===== config.mk =====
export PLATFORM = sky130hd
export DESIGN_NAME = spc_top
export DESIGN_NICKNAME = d
export VERILOG_FILES = /design/src/spc_pkg.sv /design/src/spc_clk_gate.sv /design/src/spc_bod_seq.sv /design/src/spc_top.sv
export SDC_FILE = /design/constraint.sdc
export NUM_CORES = 1
export LEC_CHECK = 0
export ABC_CLOCK_PERIOD_IN_PS = 1700
export BUFFER_PORTS_ARGS = -buffer_cell sky130_fd_sc_hd__buf_2
export CAP_MARGIN = 10
export CORE_ASPECT_RATIO = 1.1
export CORE_UTILIZATION = 44
export CTS_CLUSTER_DIAMETER = 150
export DETAILED_ROUTE_END_ITERATION = 6
export GPL_ROUTABILITY_DRIVEN = 0
export PLACE_DENSITY = 0.77
export SYNTH_ARGS = -nofsm -noshare
export SYNTH_HDL_FRONTEND = slang
export SYNTH_SLANG_ARGS = --single-unit

===== constraint.sdc =====
create_clock -name sys_clk -period 1.7 [get_ports sys_clk]
set_clock_uncertainty 0.05 [all_clocks]
set_input_delay 0.17 -clock sys_clk [delete_from_list [all_inputs] [get_ports sys_clk]]
set_output_delay 0.17 -clock sys_clk [all_outputs]
set_load 0.005 [all_outputs]

===== src/spc_pkg.sv =====
package spc_pkg;
  localparam logic [7:0] SPC_ADDR_GATE = 8'h20;
  localparam logic [7:0] SPC_ADDR_SLEEP = 8'h35;
  localparam logic [7:0] SPC_RST_GATE = 8'h00;
  localparam logic [7:0] SPC_RST_SLEEP = 8'h00;
  localparam int SPC_BIT_BOFF = 7;
  localparam int SPC_BIT_PULLUP = 6;
  localparam int SPC_BIT_SE = 5;
  localparam int SPC_BIT_SM_HI = 4;
  localparam int SPC_BIT_SM_LO = 3;
  localparam int SPC_BIT_UNLOCK = 2;
  localparam int SPC_BIT_T1 = 3;
  localparam int SPC_BIT_T0 = 2;
  localparam int SPC_BIT_SER = 1;
  localparam int SPC_BIT_ADC = 0;
  localparam logic [3:0] SPC_GATE_MASK = 4'hf;
  localparam logic [2:0] SPC_UNLOCK_CYC = 3'h4;
  localparam logic [2:0] SPC_ACT_DELAY = 3'h3;
  localparam logic [2:0] SPC_ACT_HOLD = 3'h3;
  typedef enum logic [1:0] {
    SPC_MODE_IDLE = 2'h0,
    SPC_MODE_QUIET = 2'h1,
    SPC_MODE_PDOWN = 2'h2,
    SPC_MODE_RSVD = 2'h3
  } spc_mode_t;
  typedef enum logic [1:0] {SPC_B_IDLE, SPC_B_UNLOCKED, SPC_B_WAIT, SPC_B_ACTIVE} spc_bstate_t;
endpackage


===== src/spc_clk_gate.sv =====
`timescale 1ns/1ps
module spc_clk_gate (
  input wire logic sys_clk,
  input wire logic reset_n,
  input wire logic gate,
  output logic clk_en
);
  // Gate takes effect only at a clock edge
  always_ff @(posedge sys_clk) begin
    if (!reset_n) begin
      clk_en <= 1'b1;
    end else begin
      clk_en <= ~gate;
    end
  end
endmodule


===== src/spc_bod_seq.sv =====
`timescale 1ns/1ps
module spc_bod_seq
  import spc_pkg::*;
(
  input wire logic sys_clk,
  input wire logic reset_n,
  input wire logic enable,
  input wire logic wr_ctl,
  input wire logic wr_boff,
  input wire logic wr_unlock,
  output logic unlock_q,
  output logic set_q,
  output logic active_q
);
  spc_bstate_t st_q;
  logic [2:0] cnt_q;
  always_ff @(posedge sys_clk) begin
    if (!reset_n || !enable) begin
      st_q <= SPC_B_IDLE;
      cnt_q <= 3'h0;
    end else begin
      unique case (st_q)
        SPC_B_IDLE: begin
          if (wr_ctl && wr_boff && wr_unlock) begin
            st_q <= SPC_B_UNLOCKED;
            cnt_q <= 3'h0;
          end
        end
        SPC_B_UNLOCKED: begin
          if (wr_ctl && wr_boff && !wr_unlock) begin
            st_q <= SPC_B_WAIT;
            cnt_q <= 3'h1;
          end else if (cnt_q == SPC_UNLOCK_CYC - 3'h1) begin
            st_q <= SPC_B_IDLE;
          end else begin
            cnt_q <= cnt_q + 3'h1;
          end
        end
        SPC_B_WAIT: begin
          if (cnt_q == SPC_ACT_DELAY) begin
            st_q <= SPC_B_ACTIVE;
            cnt_q <= 3'h1;
          end else begin
            cnt_q <= cnt_q + 3'h1;
          end
        end
        SPC_B_ACTIVE: begin
          if (cnt_q == SPC_ACT_HOLD) begin
            st_q <= SPC_B_IDLE;
          end else begin
            cnt_q <= cnt_q + 3'h1;
          end
        end
      endcase
    end
  end
  always_ff @(posedge sys_clk) begin
    if (!reset_n) begin
      unlock_q <= 1'b0;
      set_q <= 1'b0;
      active_q <= 1'b0;
    end else begin
      unlock_q <= 1'b0;
      set_q <= 1'b0;
      active_q <= 1'b0;
      if (enable) begin
        unlock_q <= (st_q == SPC_B_IDLE && wr_ctl && wr_boff && wr_unlock) ||
                    (st_q == SPC_B_UNLOCKED && !(wr_ctl && wr_boff && !wr_unlock) &&
                     cnt_q != SPC_UNLOCK_CYC - 3'h1);
        set_q <= (st_q == SPC_B_UNLOCKED && wr_ctl && wr_boff && !wr_unlock) ||
                 (st_q == SPC_B_WAIT) || (st_q == SPC_B_ACTIVE && cnt_q != SPC_ACT_HOLD);
        active_q <= (st_q == SPC_B_WAIT && cnt_q == SPC_ACT_DELAY) ||
                    (st_q == SPC_B_ACTIVE && cnt_q != SPC_ACT_HOLD);
      end
    end
  end
endmodule


===== src/spc_top.sv =====
// Design decision made here: strobed register access.
`timescale 1ns/1ps
module spc_top
  import spc_pkg::*;
#(
  parameter bit HAS_SLEEP_BOD = 1'b1
) (
  input wire logic sys_clk,
  input wire logic reset_n,
  input wire logic [7:0] reg_addr,
  input wire logic [7:0] reg_wdata,
  input wire logic reg_wr,
  input wire logic reg_rd,
  output logic [7:0] reg_rdata,
  input wire logic sleep_instr,
  input wire logic wake_event,
  input wire logic adc_enable,
  input wire logic acmp_enable,
  input wire logic acmp_uses_ref,
  input wire logic wdt_enable,
  input wire logic brownout_level_fuses,
  input wire logic [5:0] wake_pin_mask,
  output logic sleeping,
  output logic [1:0] sleep_mode,
  output logic pullup_disable,
  output logic [1:0] int_sense,
  output logic timer_one_clk_en,
  output logic timer_zero_clk_en,
  output logic serial_iface_clk_en,
  output logic adc_clk_en,
  output logic adc_run,
  output logic adc_extended_next,
  output logic acmp_run,
  output logic internal_ref_on,
  output logic brownout_detector_on,
  output logic wdt_run,
  output logic [5:0] input_buffer_en
);
  logic [7:0] ctl_q;
  logic [3:0] gate_q;
  logic wr_ctl;
  logic wr_gate;
  logic boff_unlock;
  logic boff_set;
  logic boff_active;
  logic bod_off_q;
  logic sleeping_q;
  logic [1:0] mode_q;
  logic adc_was_on_q;
  logic ext_q;
  logic pdown;
  logic bufs_off;
  logic acmp_on;
  logic adc_on;
  logic t1_en;
  logic t0_en;
  logic ser_en;
  logic adc_en;

  assign wr_ctl = reg_wr && (reg_addr == SPC_ADDR_SLEEP);
  assign wr_gate = reg_wr && (reg_addr == SPC_ADDR_GATE);

  // Control bits other than the timed pair
  always_ff @(posedge sys_clk) begin
    if (!reset_n) begin
      ctl_q <= SPC_RST_SLEEP;
    end else if (wr_ctl) begin
      ctl_q <= reg_wdata;
    end
  end

  // Clock gate register
  always_ff @(posedge sys_clk) begin
    if (!reset_n) begin
      gate_q <= SPC_RST_GATE[3:0];
    end else if (wr_gate) begin
      gate_q <= reg_wdata[3:0] & SPC_GATE_MASK;
    end
  end

  spc_bod_seq u_seq (
    .sys_clk(sys_clk),
    .reset_n(reset_n),
    .enable(HAS_SLEEP_BOD),
    .wr_ctl(wr_ctl),
    .wr_boff(reg_wdata[SPC_BIT_BOFF]),
    .wr_unlock(reg_wdata[SPC_BIT_UNLOCK]),
    .unlock_q(boff_unlock),
    .set_q(boff_set),
    .active_q(boff_active)
  );

  spc_clk_gate u_g_t1 (
    .sys_clk(sys_clk),
    .reset_n(reset_n),
    .gate(gate_q[SPC_BIT_T1]),
    .clk_en(t1_en)
  );
  spc_clk_gate u_g_t0 (
    .sys_clk(sys_clk),
    .reset_n(reset_n),
    .gate(gate_q[SPC_BIT_T0]),
    .clk_en(t0_en)
  );
  spc_clk_gate u_g_ser (
    .sys_clk(sys_clk),
    .reset_n(reset_n),
    .gate(gate_q[SPC_BIT_SER]),
    .clk_en(ser_en)
  );
  spc_clk_gate u_g_adc (
    .sys_clk(sys_clk),
    .reset_n(reset_n),
    .gate(gate_q[SPC_BIT_ADC]),
    .clk_en(adc_en)
  );

  // Register read, one cycle later
  always_ff @(posedge sys_clk) begin
    if (!reset_n) begin
      reg_rdata <= 8'h00;
    end else if (reg_rd) begin
      if (reg_addr == SPC_ADDR_SLEEP) begin
        reg_rdata <= ctl_q;
        reg_rdata[SPC_BIT_BOFF] <= HAS_SLEEP_BOD & boff_set;
        reg_rdata[SPC_BIT_UNLOCK] <= HAS_SLEEP_BOD & boff_unlock;
      end else if (reg_addr == SPC_ADDR_GATE) begin
        reg_rdata <= {4'h0, gate_q};
      end else begin
        reg_rdata <= 8'h00;
      end
    end else begin
      reg_rdata <= 8'h00;
    end
  end

  // Sleep entry and exit
  always_ff @(posedge sys_clk) begin
    if (!reset_n) begin
      sleeping_q <= 1'b0;
      mode_q <= 2'h0;
      bod_off_q <= 1'b0;
    end else if (sleeping_q) begin
      if (wake_event) begin
        sleeping_q <= 1'b0;
        bod_off_q <= 1'b0;
      end
    end else if (sleep_instr && ctl_q[SPC_BIT_SE] &&
                 ctl_q[SPC_BIT_SM_HI:SPC_BIT_SM_LO] != SPC_MODE_RSVD) begin
      sleeping_q <= 1'b1;
      mode_q <= ctl_q[SPC_BIT_SM_HI:SPC_BIT_SM_LO];
      bod_off_q <= boff_active;
    end
  end

  assign pdown = sleeping_q && (mode_q == SPC_MODE_PDOWN);
  // Input buffers off in power-down except wake_pin_mask pins; converter clock not stopped
  assign bufs_off = pdown;
  assign acmp_on = acmp_enable && !gate_q[SPC_BIT_ADC] && (!pdown || acmp_uses_ref);
  assign adc_on = adc_enable && !gate_q[SPC_BIT_ADC];

  // Converter first-conversion tracking
  always_ff @(posedge sys_clk) begin
    if (!reset_n) begin
      adc_was_on_q <= 1'b0;
      ext_q <= 1'b1;
    end else begin
      adc_was_on_q <= adc_on;
      // Extended after re-enable
      // Held while off and through the first cycle on
      if (!adc_on || !adc_was_on_q) begin
        ext_q <= 1'b1;
      end else begin
        ext_q <= 1'b0;
      end
    end
  end

  // Output registers
  always_ff @(posedge sys_clk) begin
    if (!reset_n) begin
      sleeping <= 1'b0;
      sleep_mode <= 2'h0;
      pullup_disable <= 1'b0;
      int_sense <= 2'h0;
      timer_one_clk_en <= 1'b1;
      timer_zero_clk_en <= 1'b1;
      serial_iface_clk_en <= 1'b1;
      adc_clk_en <= 1'b1;
      adc_run <= 1'b0;
      adc_extended_next <= 1'b1;
      acmp_run <= 1'b0;
      internal_ref_on <= 1'b0;
      brownout_detector_on <= 1'b0;
      wdt_run <= 1'b0;
      input_buffer_en <= 6'h3f;
    end else begin
      sleeping <= sleeping_q;
      sleep_mode <= ctl_q[SPC_BIT_SM_HI:SPC_BIT_SM_LO];
      pullup_disable <= ctl_q[SPC_BIT_PULLUP];
      int_sense <= ctl_q[1:0];
      timer_one_clk_en <= t1_en;
      timer_zero_clk_en <= t0_en;
      serial_iface_clk_en <= ser_en;
      adc_clk_en <= adc_en;
      adc_run <= adc_on;
      adc_extended_next <= ext_q;
      acmp_run <= acmp_on;
      brownout_detector_on <= brownout_level_fuses && !(sleeping_q && bod_off_q);
      internal_ref_on <= (brownout_level_fuses && !(sleeping_q && bod_off_q)) ||
                         (acmp_on && acmp_uses_ref) || adc_on;
      wdt_run <= wdt_enable;
      input_buffer_en <= bufs_off ? wake_pin_mask : 6'h3f;
    end
  end
endmodule


After elaboration in Yosys (flattened, before gate mapping)
Cells that the tools add are included.

Equality and inequality tests: 12. Reductions and logical operators: 46. $add $sub $neg: 1. Bitwise operators: 5. Multiplexer cells: 19.

Operators with widths (count): logical AND 1 bit (24); equality test 8 x 6 -> 1 bit, second input constant (2); 2-to-1 mux 3 bit (4); one-hot mux 3 bit (4 select lines) (1); AND reduction 2 bit (5); logical OR 1 bit (8); 2-to-1 mux 2 bit (4); 2-to-1 mux 8 bit (1); one-hot mux 2 bit (4 select lines) (1); logical NOT 1 bit (7); 2-to-1 mux 1 bit (7); equality test 2 bit, second input constant (3); NOT 1 bit (5); 2-to-1 mux 4 bit (1); inequality test 2 x 1 -> 1 bit, second input constant (2); inequality test 2 bit, second input constant (2); adder 3 x 1 -> 3 bit, second input constant (1); equality test 3 x 2 -> 1 bit, second input constant (1); inequality test 3 x 2 -> 1 bit, second input constant (1); equality test 2 x 1 -> 1 bit, second input constant (1); logical NOT 2 bit (1); nonzero test 2 bit (1).

Output and inout bits: 30. Register bits: 58. Word-level logic and storage cells: 114.

Logic depth before layout (Yosys ltp)
Word-level depth: 8. Gate-level depth with buffers: 7. Mapped depth without buffers: 7.

Cells and area by module
From an unflattened synthesis, not the netlist that was laid out.

Cell total of the unflattened synthesis: 206. Area, all modules: 2067.0 um^2.

Modules (own cells, without submodules): spc_top (sequential area each 900.9 um^2, cells an instance 149, instances 1, area each 1519.0 um^2); spc_bod_seq (sequential area each 160.2 um^2, cells an instance 49, instances 1, area each 452.9 um^2); spc_clk_gate (sequential area each 20.0 um^2, cells an instance 2, instances 4, area each 23.8 um^2).

Worst setup path after synthesis
Ideal clock, no wire load.

Path kind: input to register. Start: in reg_addr[3]. End: reg u_seq.cnt_q[1]. Stages on the path: 4. Required time: 1.533 ns. Data arrival time: 1.580 ns. Slack: -0.047 ns. Setup time: 0.117 ns. Cells stage by stage: or4b_4 > nor4_4 > a31oi_1 > a22o_1.

Longest elaborated chain between the ends: 6. Elaborated cells between the ends (all ways): 8. Those cells by class: eq/ne: 2; mux: 2; reduce/logical: 4.

Ends and longest elaborated chain: start: declaration (RTL line spc_top.sv:10) `input wire logic [7:0] reg_addr,`; equality test 8 x 6 -> 1 bit (*) (RTL line spc_top.sv:60) `assign wr_ctl = reg_wr && (reg_addr == SPC_ADDR_SLEEP);`; logical AND 1 bit (*) (RTL line spc_top.sv:60); logical AND 1 bit (*) (RTL line spc_bod_seq.sv:24, spc_bod_seq.sv:30); logical AND 1 bit (RTL line spc_bod_seq.sv:30) `if (wr_ctl && wr_boff && !wr_unlock) begin`; 2-to-1 mux 3 bit (RTL line spc_bod_seq.sv:30); one-hot mux 3 bit (4 select lines) (RTL line spc_bod_seq.sv:22) `unique case (st_q)`; end signal: assignment (RTL line spc_bod_seq.sv:36) `cnt_q <= cnt_q + 3'h1;`; end signal: assignment (RTL line spc_bod_seq.sv:44) `cnt_q <= cnt_q + 3'h1;`; end signal: assignment (RTL line spc_bod_seq.sv:51) `cnt_q <= cnt_q + 3'h1;`; end: declaration (RTL line spc_bod_seq.sv:16) `logic [2:0] cnt_q;`.

Mark *: on every way between the ends. The rest lies on a longest branch, timed or not. A chain may end at the register's enable or synchronous reset.

Final worst setup path
Start: reg u_seq.cnt_q[0]. End: reg u_seq.cnt_q[1].

Longest elaborated chain between the ends: 4. Elaborated cells between the ends (all ways): 6. Those cells by class: add/sub: 1; eq/ne: 1; mux: 4.

Ends and longest elaborated chain (RTL line): adder 3 x 1 -> 3 bit / equality test 3 x 2 -> 1 bit (equally long branches); 2-to-1 mux 3 bit (spc_bod_seq.sv:33, spc_bod_seq.sv:48); 2-to-1 mux 3 bit (spc_bod_seq.sv:30); one-hot mux 3 bit (4 select lines) (*) (spc_bod_seq.sv:22).

Marks and branches as above.

==> impl_metrics.env <==
export IMPL_cts_buffers=9
export IMPL_dr_wl_met2_mm=2.05
export IMPL_synth_edf_count=0
export IMPL_h_tree_depth=3
export IMPL_viasPerCell=4.79
export IMPL_min_from="reg_wdata[6]"
export IMPL_finalHoldViolCount=0
export IMPL_clock_sinks=57
export IMPL_total_power_mw=2.67
export IMPL_setup_worst_path_start_class="register"
export IMPL_postSynthRegisterBits=57
export IMPL_clkPwrFrac_pct=45.4
export IMPL_placed_cell_area_mm2=0.00238
export IMPL_grt_pass1_wl_mm=6.29
export IMPL_reg2regPathDepth=6
export IMPL_yosys_area_top_type="dfxtp_1"
export IMPL_multi_input_area_um2=792
export IMPL_first_pass_iters=4
export IMPL_highest_layer="met4"
export IMPL_rows=25
export IMPL_cts_tree="yes"
export IMPL_grt_remaining_overflow=0
export IMPL_slowest_delay_ns=0.32
export IMPL_clockBufferDepth=2
export IMPL_worstPathBufferInverterCount=1
export IMPL_grt_usage_pct=17.9
export IMPL_fin_tns_setup_ns=0
export IMPL_wirelength_mm=4.00
export IMPL_crit_type="reg -> reg"
export IMPL_crit_fanout=3
export IMPL_fin_area_mm2=0.00267
export IMPL_dp_slack_ns=-0.0246
export IMPL_drive_gt1_share_pct=38.5
export IMPL_yosys_top_cells_area="dfxtp_1 58%, mux2i_1 7.1%, and2_1 3.5%, nor2_1 3.4%, nand2_1 2.9%"
export IMPL_ir_worst_vdd_v=0.000628
export IMPL_synth_seq_area_share_pct=57.9
export IMPL_dieArea_mm2=0.00475
export IMPL_clock_fmax_mhz=608
export IMPL_yosysWarnings=0
export IMPL_path_cells="ha_1 > nor2b_4 > inv_2 > mux2_2 > a32o_2 > a22o_1"
export IMPL_ant_nets=0
export IMPL_synth_top_area_share_pct=57.9
export IMPL_syn_nets=220
export IMPL_crit_path_end_kind="register"
export IMPL_wl_met3_um=145
export IMPL_fin_util_pct=62.4
export IMPL_power_density_mw_per_mm2=1000
export IMPL_grt_max_degree=17
export IMPL_drt_iter0_drc=40
export IMPL_syn2layout_area_growth_pct=35.7
export IMPL_clk_pin_slew_ns=0.06
export IMPL_drc=0
export IMPL_die_y_um=72.2
export IMPL_synth_distinct_cells=39
export IMPL_num_vias=1566
export IMPL_fin_nets=303
export IMPL_yosysMostFrequentCell="dfxtp_1"
export IMPL_finalMaxSlewViolations=0
export IMPL_relSlewSlack_pct=69.4
export IMPL_port_buffers=62
export IMPL_diodes=0
export IMPL_drv_cap=0
export IMPL_hold_class="in -> reg"
export IMPL_ys_flop_type="dfxtp_1"
export IMPL_slowest_stage="dfxtp_2"
export IMPL_outcome="completed"
export IMPL_worst_pin_slew_ns=0.458
export IMPL_dpl_hpwl_mm=2.77
export IMPL_ff2ff_setup_slack_ns=0.05
export IMPL_antenna_found_initial=0
export IMPL_cts_root_buffer="clkbuf_8"
export IMPL_num_io_pins=63
export IMPL_synthTopCellsByCount="57 x dfxtp_1, 18 x nor2_1, 15 x nand2_1, 14 x mux2i_1, 11 x and2_1"
export IMPL_p_comb_share_pct=4.2
export IMPL_worstReg2RegStart="u_seq.cnt_q[0]"
export IMPL_required_ns=1.86
export IMPL_wl_per_cell_um=12.2
export IMPL_fin_ws_ns=0.0545
export IMPL_setup_viol=0
export IMPL_fillers=377
export IMPL_rr_endpoint="u_seq.cnt_q[1]"
export IMPL_core_area_mm2=0.00429
export IMPL_p_sw_share_pct=21.1
export IMPL_dieWidth_um=65.8
export IMPL_p_int_mw=2.11
export IMPL_critPathArrivalTime_ns=1.81
export IMPL_insertion_delay_ns=0.32
export IMPL_p_switching_mw=0.565
export IMPL_wl_met1_mm=1.68
export IMPL_start_util_pct=46.0
export IMPL_leakage_nw=1.18
export IMPL_synth_area_mm2=0.00197
export IMPL_syn_inst=185
export IMPL_hold_depth=3
export IMPL_synth_avg_cell_area_um2=10.6
export IMPL_period_needed_ns=1.65
export IMPL_p_seq_share_pct=50.4
export IMPL_grt_pass1_vias=1419
export IMPL_finalCritPeriodShare_pct=96.8
export IMPL_hold_path_end="ctl_q[6]"
export IMPL_cpLargestDelayFamily="compound AO/OA/AOI/OAI gates"
export IMPL_ys_async_sr_fraction_pct=0
export IMPL_seq_area_mm2=0.00114
==> layer usage <==
metal  global-route usage, %  up-vias
met2                    30.5       34
met1                    19.3      721
met5                       0        -
met3                    3.62       12
li1                        -      799
met4                    13.5        0
==> repair_timing <==
action | 4_1_cts | 5_1_grt
gates resized for setup | 0 | 6
endpoints found under the hold margin | 7 | 0
hold buffers | 7 | 0
setup buffers | 1 | 1
setup endpoints to repair | 1 | 2
==> cell type report <==
type | instances | area share (%)
Inverter | 5 | 0.702
Sequential cell | 57 | 42.8
Clock buffer | 10 | 5.15
Tap cell | 54 | 2.53
Multi-Input combinational cell | 116 | 29.6
Timing Repair Buffer | 79 | 17.0
Clock inverter | 6 | 2.15
==> through the flow <==
stage | std cells | hold WS [ns]
after floorplan | 185 | 0.227
after global placement | 302 | 0.306
after detailed placement | 302 | 0.311
after CTS | 326 | 0.0296
after global routing | 327 | 0.0436
final | 327 | 0.0353
==> tightest hold or removal path, delay by kind of cell <==
family	cells	cell delay [ns]
multiplexers	1	0.05
AND/OR/NAND/NOR	1	0.07
buffers and inverters	1	0.08
==> power groups by stage <==
| stage | clock [mW] | combinational [mW] | sequential [mW] |
|---|---|---|---|
| after detailed placement | 0 | 0.100 | 1.38 |
| after CTS | 1.23 | 0.114 | 1.35 |
| after global routing | 1.29 | 0.124 | 1.35 |
| after floorplan | 0 | 0.0358 | 1.38 |
| after global placement | 0 | 0.0991 | 1.38 |
| final | 1.21 | 0.113 | 1.35 |
==> layout by cell type, fill, tap and decap left out, drive strengths merged, types with 4 or more instances in the layout <==
| master | synthesis | routed |
|---|---|---|
| dfxtp | 57 | 57 |
| nand2 | 15 | 15 |
| or2 | 7 | 7 |
| nand2b | 5 | 5 |
| dlygate4sd3 | 0 | 7 |
| inv | 5 | 5 |
| nor2 | 18 | 18 |
| nor3 | 4 | 4 |
| a21oi | 5 | 5 |
| clkbuf | 6 | 10 |
| and2 | 11 | 11 |
| a22o | 6 | 6 |
| clkinv | 0 | 4 |
| buf | 1 | 72 |
| mux2i | 14 | 14 |
==> registers in the layout, summed over array words and instances, names as in the netlist, 2 cells and up <==
name	flops
u_seq.cnt_q	3
ctl_q	6
reg_rdata	8
sleep_mode	2
u_seq.st_q	2
mode_q	2
int_sense	2
gate_q	4
input_buffer_en	6
==> kinds of logic (layout without fill, tap and decap cells) <==
group                    count (synthesis)  in the layout  share of synthesized area (%)
XOR/XNOR                                 1              1                          0.445
AND/OR/NAND/NOR                         78             78                           23.1
multiplexers                            15             15                           7.69
AO/OA/AOI/OAI                           20             20                           7.31
adder cells (fa/ha/maj)                  2              2                           1.27
buffers and inverters                   12            100                           2.29
flip-flops                              57             57                           57.9
==> worst max-delay path by stage <==
| stage | cells past startpoint | start | slack, ns | end |
|---|---|---|---|---|
| 3_3_place_gp | 5 | reg_addr[3] | -0.005 | gate_q[2] |
| 5_1_grt | 6 | u_seq.cnt_q[1] | -0.0004 | u_seq.cnt_q[1] |
| 3_5_place_dp | 5 | reg_addr[3] | -0.02 | gate_q[3] |
| 2_1_floorplan | 4 | reg_addr[3] | -0.05 | u_seq.cnt_q[1] |
| 6_report | 6 | u_seq.cnt_q[0] | 0.05 | u_seq.cnt_q[1] |
| 4_1_cts | 6 | u_seq.cnt_q[0] | 0.01 | u_seq.cnt_q[1] |
No activity file was read; power rests on OpenSTA's default activity.
